## src/irqep_regs.svh

```systemverilog
// Register offsets and reset values of the interrupt enable/pending bank
`ifndef IRQEP_REGS_SVH
`define IRQEP_REGS_SVH

// ----------------------------------------------------------------
// Byte offsets
// ----------------------------------------------------------------
`define IRQEP_OFS_EN_SET    8'h00
`define IRQEP_OFS_EN_CLR    8'h04
`define IRQEP_OFS_PEND_SET  8'h08
`define IRQEP_OFS_PEND_CLR  8'h0C
`define IRQEP_OFS_ACTIVE    8'h10
`define IRQEP_OFS_IN_EN     8'h14
`define IRQEP_OFS_LP_EN     8'h18
`define IRQEP_OFS_STATUS    8'h1C
`define IRQEP_OFS_MASK      8'h20

// ----------------------------------------------------------------
// Status and mask bit positions
// ----------------------------------------------------------------
`define IRQEP_EVT_PEND      0
`define IRQEP_EVT_SVC       1
`define IRQEP_EVT_SPUR      2

// ----------------------------------------------------------------
// Reset values
// ----------------------------------------------------------------
`define IRQEP_RST_WORD      32'h0000_0000
`define IRQEP_RST_EVT       3'h0

`endif

```

## src/irqep_pkg.sv

```systemverilog
// Types shared by the interrupt enable/pending bank
`default_nettype none

package irqep_pkg;

   localparam int NUM_IRQ = 32;
   localparam int NUM_EVT = 3;

   typedef logic [NUM_IRQ-1:0] irqep_vec_type;

   typedef struct packed {
      logic        wr;
      logic        rd;
      logic [7:0]  addr;
      logic [31:0] wdata;
   } irqep_bus_type;

   typedef struct packed {
      logic       start;
      logic [4:0] start_num;
      logic       done;
      logic [4:0] done_num;
   } irqep_svc_type;

endpackage

`default_nettype wire

```

## src/irqep_bank.sv

```systemverilog
// Interrupt enable and pending bank for interrupt numbers 0 to 31
`timescale 1ns/1ps
`include "irqep_regs.svh"
`default_nettype none

module irqep_bank
(
   input  wire logic                     clk_sys,   // 40 MHz system clock
   input  wire logic                     resetn,    // Asynchronous reset, active low
   input  wire irqep_pkg::irqep_bus_type bus,       // Register bus request
   output var  logic [31:0]              rdata_q,   // Read data, cycle after read
   input  wire irqep_pkg::irqep_vec_type irq_pin,   // Interrupt source lines
   input  wire irqep_pkg::irqep_svc_type svc,       // Core service start/done
   output var  irqep_pkg::irqep_vec_type irq_req_q, // Requests to the core
   output var  irqep_pkg::irqep_vec_type line_q,    // Source line as the core sees it
   output var  logic                     irq_q      // Summary interrupt, level
);

   // ----------------------------------------------------------------
   // Register bus decode
   // ----------------------------------------------------------------
   logic wr_en_set;
   logic wr_en_clr;
   logic wr_pd_set;
   logic wr_pd_clr;
   logic wr_in_en;
   logic wr_lp_en;
   logic wr_sts;
   logic wr_mask;
   logic [31:0] wd;

   assign wd        = bus.wdata;
   assign wr_en_set = bus.wr && (bus.addr == `IRQEP_OFS_EN_SET);
   assign wr_en_clr = bus.wr && (bus.addr == `IRQEP_OFS_EN_CLR);
   assign wr_pd_set = bus.wr && (bus.addr == `IRQEP_OFS_PEND_SET);
   assign wr_pd_clr = bus.wr && (bus.addr == `IRQEP_OFS_PEND_CLR);
   assign wr_in_en  = bus.wr && (bus.addr == `IRQEP_OFS_IN_EN);
   assign wr_lp_en  = bus.wr && (bus.addr == `IRQEP_OFS_LP_EN);
   assign wr_sts    = bus.wr && (bus.addr == `IRQEP_OFS_STATUS);
   assign wr_mask   = bus.wr && (bus.addr == `IRQEP_OFS_MASK);

   // ----------------------------------------------------------------
   // Source line synchroniser and filter
   // ----------------------------------------------------------------
   irqep_pkg::irqep_vec_type s1_q;
   irqep_pkg::irqep_vec_type s2_q;
   irqep_pkg::irqep_vec_type s3_q;
   irqep_pkg::irqep_vec_type filt_q;
   irqep_pkg::irqep_vec_type filt_d;

   // A bit changes only once the second and third stage agree
   always_comb
   begin
      filt_d = (s2_q & s3_q) | (filt_q & (s2_q ^ s3_q));
   end

   always_ff @(posedge clk_sys or negedge resetn)
   begin
      if (!resetn)
      begin
         s1_q   <= `IRQEP_RST_WORD;
         s2_q   <= `IRQEP_RST_WORD;
         s3_q   <= `IRQEP_RST_WORD;
         filt_q <= `IRQEP_RST_WORD;
      end
      else
      begin
         s1_q   <= irq_pin;
         s2_q   <= s1_q;
         s3_q   <= s2_q;
         filt_q <= filt_d;
      end
   end

   // ----------------------------------------------------------------
   // Enable, pending, active and line state
   // ----------------------------------------------------------------
   irqep_pkg::irqep_vec_type en_q;
   irqep_pkg::irqep_vec_type en_d;
   irqep_pkg::irqep_vec_type pend_q;
   irqep_pkg::irqep_vec_type pend_d;
   irqep_pkg::irqep_vec_type act_q;
   irqep_pkg::irqep_vec_type act_d;
   irqep_pkg::irqep_vec_type in_en_q;
   irqep_pkg::irqep_vec_type in_en_d;
   irqep_pkg::irqep_vec_type lp_en_q;
   irqep_pkg::irqep_vec_type lp_en_d;
   irqep_pkg::irqep_vec_type line_d;
   irqep_pkg::irqep_vec_type rise;
   irqep_pkg::irqep_vec_type req_d;

   always_comb
   begin
      // Disabled input with no low-power release is forced high
      line_d  = (in_en_q & filt_q) | (~in_en_q & ~lp_en_q);
      rise    = line_d & ~line_q;
      in_en_d = wr_in_en ? wd : in_en_q;
      lp_en_d = wr_lp_en ? wd : lp_en_q;

      // Only one write per cycle, so the later of set and clear always stands
      en_d = en_q;
      if (wr_en_set)
      begin
         en_d = en_q | wd;
      end
      if (wr_en_clr)
      begin
         en_d = en_q & ~wd;
      end

      pend_d = pend_q;
      if (wr_pd_set)
      begin
         pend_d = pend_q | wd;
      end
      if (wr_pd_clr)
      begin
         // Bits in service are left alone
         pend_d = pend_q & ~(wd & ~act_q);
      end
      if (svc.start)
      begin
         pend_d[svc.start_num] = 1'b0;
      end
      // A source edge in the same cycle as a clear wins
      pend_d = pend_d | rise;

      act_d = act_q;
      if (svc.done)
      begin
         act_d[svc.done_num] = 1'b0;
      end
      if (svc.start)
      begin
         act_d[svc.start_num] = 1'b1;
      end

      req_d = pend_q & en_q;
   end

   always_ff @(posedge clk_sys or negedge resetn)
   begin
      if (!resetn)
      begin
         en_q      <= `IRQEP_RST_WORD;
         pend_q    <= `IRQEP_RST_WORD;
         act_q     <= `IRQEP_RST_WORD;
         in_en_q   <= `IRQEP_RST_WORD;
         lp_en_q   <= `IRQEP_RST_WORD;
         line_q    <= `IRQEP_RST_WORD;
         irq_req_q <= `IRQEP_RST_WORD;
      end
      else
      begin
         en_q      <= en_d;
         pend_q    <= pend_d;
         act_q     <= act_d;
         in_en_q   <= in_en_d;
         lp_en_q   <= lp_en_d;
         line_q    <= line_d;
         irq_req_q <= req_d;
      end
   end

   // ----------------------------------------------------------------
   // Event status, mask and summary interrupt
   // ----------------------------------------------------------------
   logic [2:0] sts_q;
   logic [2:0] sts_d;
   logic [2:0] mask_q;
   logic [2:0] mask_d;
   logic [2:0] evt;
   logic       irq_d;

   always_comb
   begin
      evt                   = 3'h0;
      evt[`IRQEP_EVT_PEND]  = |rise;
      evt[`IRQEP_EVT_SVC]   = svc.start;
      evt[`IRQEP_EVT_SPUR]  = |(rise & ~in_en_q);
      // Set beats a write-one-to-clear in the same cycle
      sts_d  = (sts_q & ~(wr_sts ? wd[2:0] : 3'h0)) | evt;
      mask_d = wr_mask ? wd[2:0] : mask_q;
      irq_d  = |(sts_q & mask_q);
   end

   always_ff @(posedge clk_sys or negedge resetn)
   begin
      if (!resetn)
      begin
         sts_q  <= `IRQEP_RST_EVT;
         mask_q <= `IRQEP_RST_EVT;
         irq_q  <= 1'b0;
      end
      else
      begin
         sts_q  <= sts_d;
         mask_q <= mask_d;
         irq_q  <= irq_d;
      end
   end

   // ----------------------------------------------------------------
   // Read data
   // ----------------------------------------------------------------
   logic [31:0] rdata_d;

   always_comb
   begin
      rdata_d = 32'h0000_0000;
      if (bus.rd)
      begin
         unique case (bus.addr)
            `IRQEP_OFS_EN_SET,
            `IRQEP_OFS_EN_CLR:   rdata_d = en_q;
            `IRQEP_OFS_PEND_SET,
            `IRQEP_OFS_PEND_CLR: rdata_d = pend_q;
            `IRQEP_OFS_ACTIVE:   rdata_d = act_q;
            `IRQEP_OFS_IN_EN:    rdata_d = in_en_q;
            `IRQEP_OFS_LP_EN:    rdata_d = lp_en_q;
            `IRQEP_OFS_STATUS:   rdata_d = {29'h0000_0000, sts_q};
            `IRQEP_OFS_MASK:     rdata_d = {29'h0000_0000, mask_q};
            default:             rdata_d = 32'h0000_0000;
         endcase
      end
   end

   always_ff @(posedge clk_sys or negedge resetn)
   begin
      if (!resetn)
      begin
         rdata_q <= 32'h0000_0000;
      end
      else
      begin
         rdata_q <= rdata_d;
      end
   end
endmodule

`default_nettype wire

```

## config.mk

```make
export PLATFORM = sky130hd
export DESIGN_NAME = irqep_bank
export DESIGN_NICKNAME = d
export VERILOG_FILES = /design/src/irqep_pkg.sv /design/src/irqep_bank.sv
export VERILOG_INCLUDE_DIRS = /design/src
export SDC_FILE = /design/constraint.sdc
export NUM_CORES = 1
export LEC_CHECK = 0
export BUFFER_PORTS_ARGS = -buffer_cell sky130_fd_sc_hd__buf_2
export CAP_MARGIN = 20
export CORE_AREA = 4 4 158 175
export DETAILED_ROUTE_END_ITERATION = 7
export DIE_AREA = 0 0 162 179
export MAX_ROUTING_LAYER = met4
export PLACE_DENSITY = 0.79
export SETUP_SLACK_MARGIN = 0.3
export SLEW_MARGIN = 20
export SYNTH_ARGS = -nofsm -noshare
export SYNTH_HDL_FRONTEND = slang
export SYNTH_SLANG_ARGS = --single-unit
```

## constraint.sdc

```tcl
create_clock -name clk_sys -period 4.8 [get_ports clk_sys]
set_clock_uncertainty 0.1 [all_clocks]
set_input_delay 0.72 -clock clk_sys [delete_from_list [all_inputs] [get_ports clk_sys]]
set_output_delay 0.72 -clock clk_sys [all_outputs]
set_load 0.005 [all_outputs]
```

=== Word-level counts from Yosys, hierarchy flattened ===
Cells that the tools add are included.

* Order comparisons: 4
* Equal/unequal tests: 8
* Mux-type cells: 14
* Bitwise logic cells: 31
* Reductions and logical operators: 17

{| class="wikitable"
|+ Operators by type and width
! cell !! number
|-
| $and 32x32->32 || 12
|-
| $mux 32 || 8
|-
| $not 32->32 || 8
|-
| $pmux 32 s7 || 1
|-
| $or 32x32->32 || 6
|-
| $reduce_or 32->1 || 2
|-
| $eq 8x5->1 const B || 4
|-
| $xor 32x32->32 || 1
|-
| $eq 8x4->1 const B || 2
|-
| $lt 5x6->1 const B || 2
|-
| $demux 1 s5 || 2
|-
| $ge 5x1->1 const B || 2
|-
| $logic_and 1x1->1 || 10
|-
| $eq 8x3->1 const B || 1
|-
| $eq 8x6->1 const B || 1
|-
| $logic_not 8->1 || 1
|-
| $and 3x3->3 || 2
|-
| $reduce_or 2->1 || 2
|-
| $mux 3 || 1
|-
| $not 3->3 || 1
|-
| $or 3x3->3 || 1
|-
| $reduce_or 3->1 || 1
|-
| $mux 1 || 2
|-
| $reduce_bool 2->1 || 1
|}

* Bits in registers: 391
* Input port bits: 88
* Output and inout bits: 97
* Word-level logic and storage cells: 89

=== Longest topological paths before layout ===
* Depth after elaboration: 9
* Depth in mapped cells: 8
* Mapped depth without buffers: 5

=== Least setup slack after synthesis ===
OpenSTA, ideal clock, no wires.

* Path kind: input to register
* From: input bus[37] (netlist name)
* To: register lp_en_q[10]
* Setup time: 127 ps
* Arrival: 2079 ps
* Required time: 4573 ps
* Slack: 2494 ps
* Stages: 7
* Path buffers: 2
* Cells stage by stage: nor3_2 nand3_2 nor3b_2 and2_1 buf_4 buf_6 mux2_1

* Word-level cells in the longest chain between the ends: 2

{| class="wikitable"
|+ RTL lines
! element !! RTL line !! RTL
|-
| from (decl) || irqep_bank.sv:10 || <nowiki>input wire irqep_pkg::irqep_bus_type bus,</nowiki>
|-
| $eq 8x5->1 || n/a ||
|-
| $logic_and 1x1->1 || irqep_bank.sv:38 || <nowiki>assign wr_lp_en = bus.wr && (bus.addr == `IRQEP_OFS_LP_EN);</nowiki>
|-
| to (signal assigned) || irqep_bank.sv:149 || <nowiki>lp_en_q <= `IRQEP_RST_WORD;</nowiki>
|-
| to (signal assigned) || irqep_bank.sv:159 || <nowiki>lp_en_q <= lp_en_d;</nowiki>
|-
| to (decl) || irqep_bank.sv:86 || <nowiki>irqep_pkg::irqep_vec_type lp_en_q;</nowiki>
|}

No other way between the ends.
A chain may end at the register's enable or synchronous reset.

==> flow_metrics.tcl <==
set metrics [dict create \
    status "finished, violations left" \
    failed_checks "design-rule violations" \
    r2r-end "sts_q[0]$_DFF_PN0_" \
    reg2reg_depth 5 \
    postCtsHoldBufs 0 \
    crit_start "bus[35]" \
    drtIter0Drc 1482 \
    clock-root-buffer "clkbuf_16" \
    final_layout_size_suffix_gt1_share_pct 23.34 \
    initial_core_util_pct 59.32 \
    setup_viol_count_final 0 \
    clkTransAtPathRegs_ps 60 \
    drt_wl_total_mm 41.98 \
    clock.fmax_mhz 367.5 \
    grt_pass1_vias 11450 \
    yosys.area.top_type_share_pct 63.67 \
    area_growth_pct 17.54 \
    yosysUniqueCellTypes 46 \
    cts_tree "done" \
    crit_required_ps 5050 \
    final_area_um2 18060 \
    fp.coreArea_um2 25910 \
    synth_warnings 0 \
    powerDensity_nw_per_um2 432.3 \
    drcViolationCount 1 \
    num_rows 62 \
    max-slew-margin-rel_pct 28.64 \
    synth_area_per_cell_um2 12.52 \
    syn_area_um2 15370 \
    synth_top_cells_by_area "dfrtp_1 64%, a22oi_1 3.1%, ha_1 2.6%" \
    antenna_found_initial 8 \
    timing.rr.start "in_en_q[14]$_DFFE_PN0P_" \
    netlist_instances 1228 \
    clock_latency_ps 530 \
    synth-seq-area-share_pct 63.67 \
    cts_sinks 391 \
    io_buffers 184 \
    rsz0062_at_grt "false" \
    clk_path_buf_depth 3 \
    cts_max_level 2 \
    avgRoutedWirePerCell_um 23.20 \
    worstSetupPathType "input pin to flop" \
    finalHoldViolCount 0 \
    dp_hpwl_mm 27.67 \
    worst_pin_slew_ps 1043 \
    synth-seq-cells 391 \
    worst_slack_ps 2079 \
    drv_slew 0 \
    design.portCount 185 \
    hold_class "input pin to async pin" \
    synth_nets 1348 \
    grt_usage_pct 30.14 \
    fin_setup_tns_ps 0 \
    dr.pass1.iters 8 \
    overflow 0 \
    synth_top_flop_cell "dfrtp_1" \
    fp.dieH_um 179 \
    finalWorstPathRequiredPeriod_ps 2721 \
    placed_area_um2 16700 \
    final_nets 1540 \
    leakage_uw 0.008660 \
    start_kind "input pin" \
    die_area_um2 29000 \
    synth_area_leader_cell "dfrtp_1" \
    critPathArrivalTime_ps 2970 \
    ff2ff_setup_slack_ps 2350 \
    grt_pass1_wl_mm 65.36 \
    via_count 11200 \
    dp_slack_ps 1616 \
    async_reset_ff_share_pct 100.0 \
    via_per_inst 6.188 \
    fin_crit_sh_pct 56.70 \
    post_cts_resized 0 \
    vdd_ir_drop_max_uv 319.5 \
    maxCapViolations 0 \
    numCtsBuffers 40 \
    synth-edff-count 0 \
    post_cts_buffers 0 \
    gp_congestion 0.9034 \
    grt_max_degree 117 \
    end_kind "flop" \
    ant_nets 0 \
    fp.dieW_um 162 \
    critical_path_peak_fanout 33 \
]
critical path, stage by stage:
cell,delay (ps)
buf_2,180
nor4_1,360
and3b_1,200
buf_4,470
and2_1,550
buf_12,260
nand2_1,90
mux2i_1,120
metal layers:
metal | share of wire [%] | wire, um | up-vias | GRT usage, %
li1 | - | - | 4823 | -
met1 | 37 | 15730 | 5545 | 38.46
met2 | 48 | 20190 | 685 | 47.47
met3 | 9.9 | 4138 | 147 | 6.277
met4 | 4.6 | 1930 | 0 | 13.18
met5 | 0 | 0 | - | -
state kept, by name, summed over array words and instances (netlist names), named ones only:
| register | flops |
|---|---|
| irq_req_q | 32 |
| act_q | 32 |
| in_en_q | 32 |
| s3_q | 32 |
| rdata_q | 32 |
| lp_en_q | 32 |
| mask_q | 3 |
| irq_q | 1 |
| filt_q | 32 |
| pend_q | 32 |
| s1_q | 32 |
| line_q | 32 |
| s2_q | 32 |
| sts_q | 3 |
synthesized netlist by cell type, types with 3 or more instances:
| cell type | number |
|---|---|
| a21o_1 | 33 |
| nand2_1 | 92 |
| nand4_1 | 7 |
| or3b_1 | 25 |
| nor4_1 | 10 |
| o2bb2ai_1 | 9 |
| nor3_1 | 14 |
| or3b_2 | 11 |
| ha_1 | 32 |
| mux2i_1 | 34 |
| clkbuf_1 | 32 |
| buf_2 | 16 |
| a222oi_1 | 32 |
| o21bai_1 | 19 |
| or2_2 | 19 |
| buf_6 | 3 |
| and2_1 | 35 |
| mux2_2 | 33 |
| mux2_1 | 34 |
| nand3b_1 | 10 |
| inv_1 | 45 |
| dfrtp_1 | 391 |
| nand3_1 | 4 |
| o21ai_0 | 80 |
| nor2_1 | 58 |
| a21oi_1 | 54 |
| o21ai_1 | 3 |
| a2111oi_0 | 5 |
| a22oi_1 | 63 |
| nand2b_1 | 4 |
logic make-up after synthesis:
| family | count (synthesis) | share of synthesized area [%] |
|---|---|---|
| buffers and inverters | 97 | 2.670 |
| AND/OR/NAND/NOR | 302 | 10.58 |
| multiplexers | 101 | 7.124 |
| adder cells (fa/ha/maj) | 32 | 2.605 |
| flip-flops | 391 | 63.67 |
| AO/OA/AOI/OAI | 305 | 13.36 |
layout by cell type (no fill, tap or decap), types with 14 or more instances in the layout:
cell,netlist,layout
a222oi_1,32,32
o21ai_0,80,80
inv_1,45,45
a21o_1,33,33
buf_2,16,183
mux2i_1,34,34
o21bai_1,19,19
a22oi_1,63,63
nand2_1,92,92
mux2_1,34,34
dfrtp_1,391,391
nor2_1,58,57
mux2_2,33,33
or3b_1,25,25
clkbuf_16,0,41
clkbuf_8,0,16
or2_2,19,19
and2_1,35,35
ha_1,32,32
a21oi_1,54,54
buf_4,1,14
final cells by class:
| type | instances | area (um^2) |
|---|---|---|
| Timing Repair Buffer | 202 | 1116 |
| Clock buffer | 62 | 1265 |
| Clock inverter | 8 | 72.57 |
| Fill cell | 1813 | 7845 |
| Tap cell | 352 | 440.4 |
| Antenna cell | 10 | 25.02 |
| Multi-Input combinational cell | 740 | 5192 |
| Inverter | 45 | 168.9 |
| Sequential cell | 391 | 9784 |
power breakdown:
part	internal, uW	total (uW)	switching, uW	leakage (uW)
logic	342	795	453	0.00344
registers	3660	3900	249	0.00455
clock network	1860	3110	1250	0.000669
total	5860	7810	1950	0.00866
how the worst min path moves through the flow:
stage	from	end	slack [ps]	depth (start not counted)
after floorplan	s1_q[0]$_DFF_PN0_	s2_q[0]$_DFF_PN0_	230	0
after global placement	s1_q[23]$_DFF_PN0_	s2_q[23]$_DFF_PN0_	230	0
after detailed placement	s1_q[15]$_DFF_PN0_	s2_q[15]$_DFF_PN0_	230	0
after CTS	irq_pin[9]	s1_q[9]$_DFF_PN0_	180	1
after global routing	irq_pin[26]	s1_q[26]$_DFF_PN0_	170	1
final	resetn	s2_q[10]$_DFF_PN0_	130	1
metrics by stage:
stage / hold WS [ps] / cells / util [%] / total power [uW]
floorplan: 231.2 / 1228 / - / 4264
global placement: 231.2 / 1730 / 64.46 / 4693
detailed placement: 234.7 / 1730 / 64.46 / 4734
CTS: 178.5 / 1800 / 69.63 / 7836
global route: 170.4 / 1808 / 69.70 / 8106
finish: 131.9 / 1810 / 69.72 / 7810
Power figures use the tool's default switching activity.
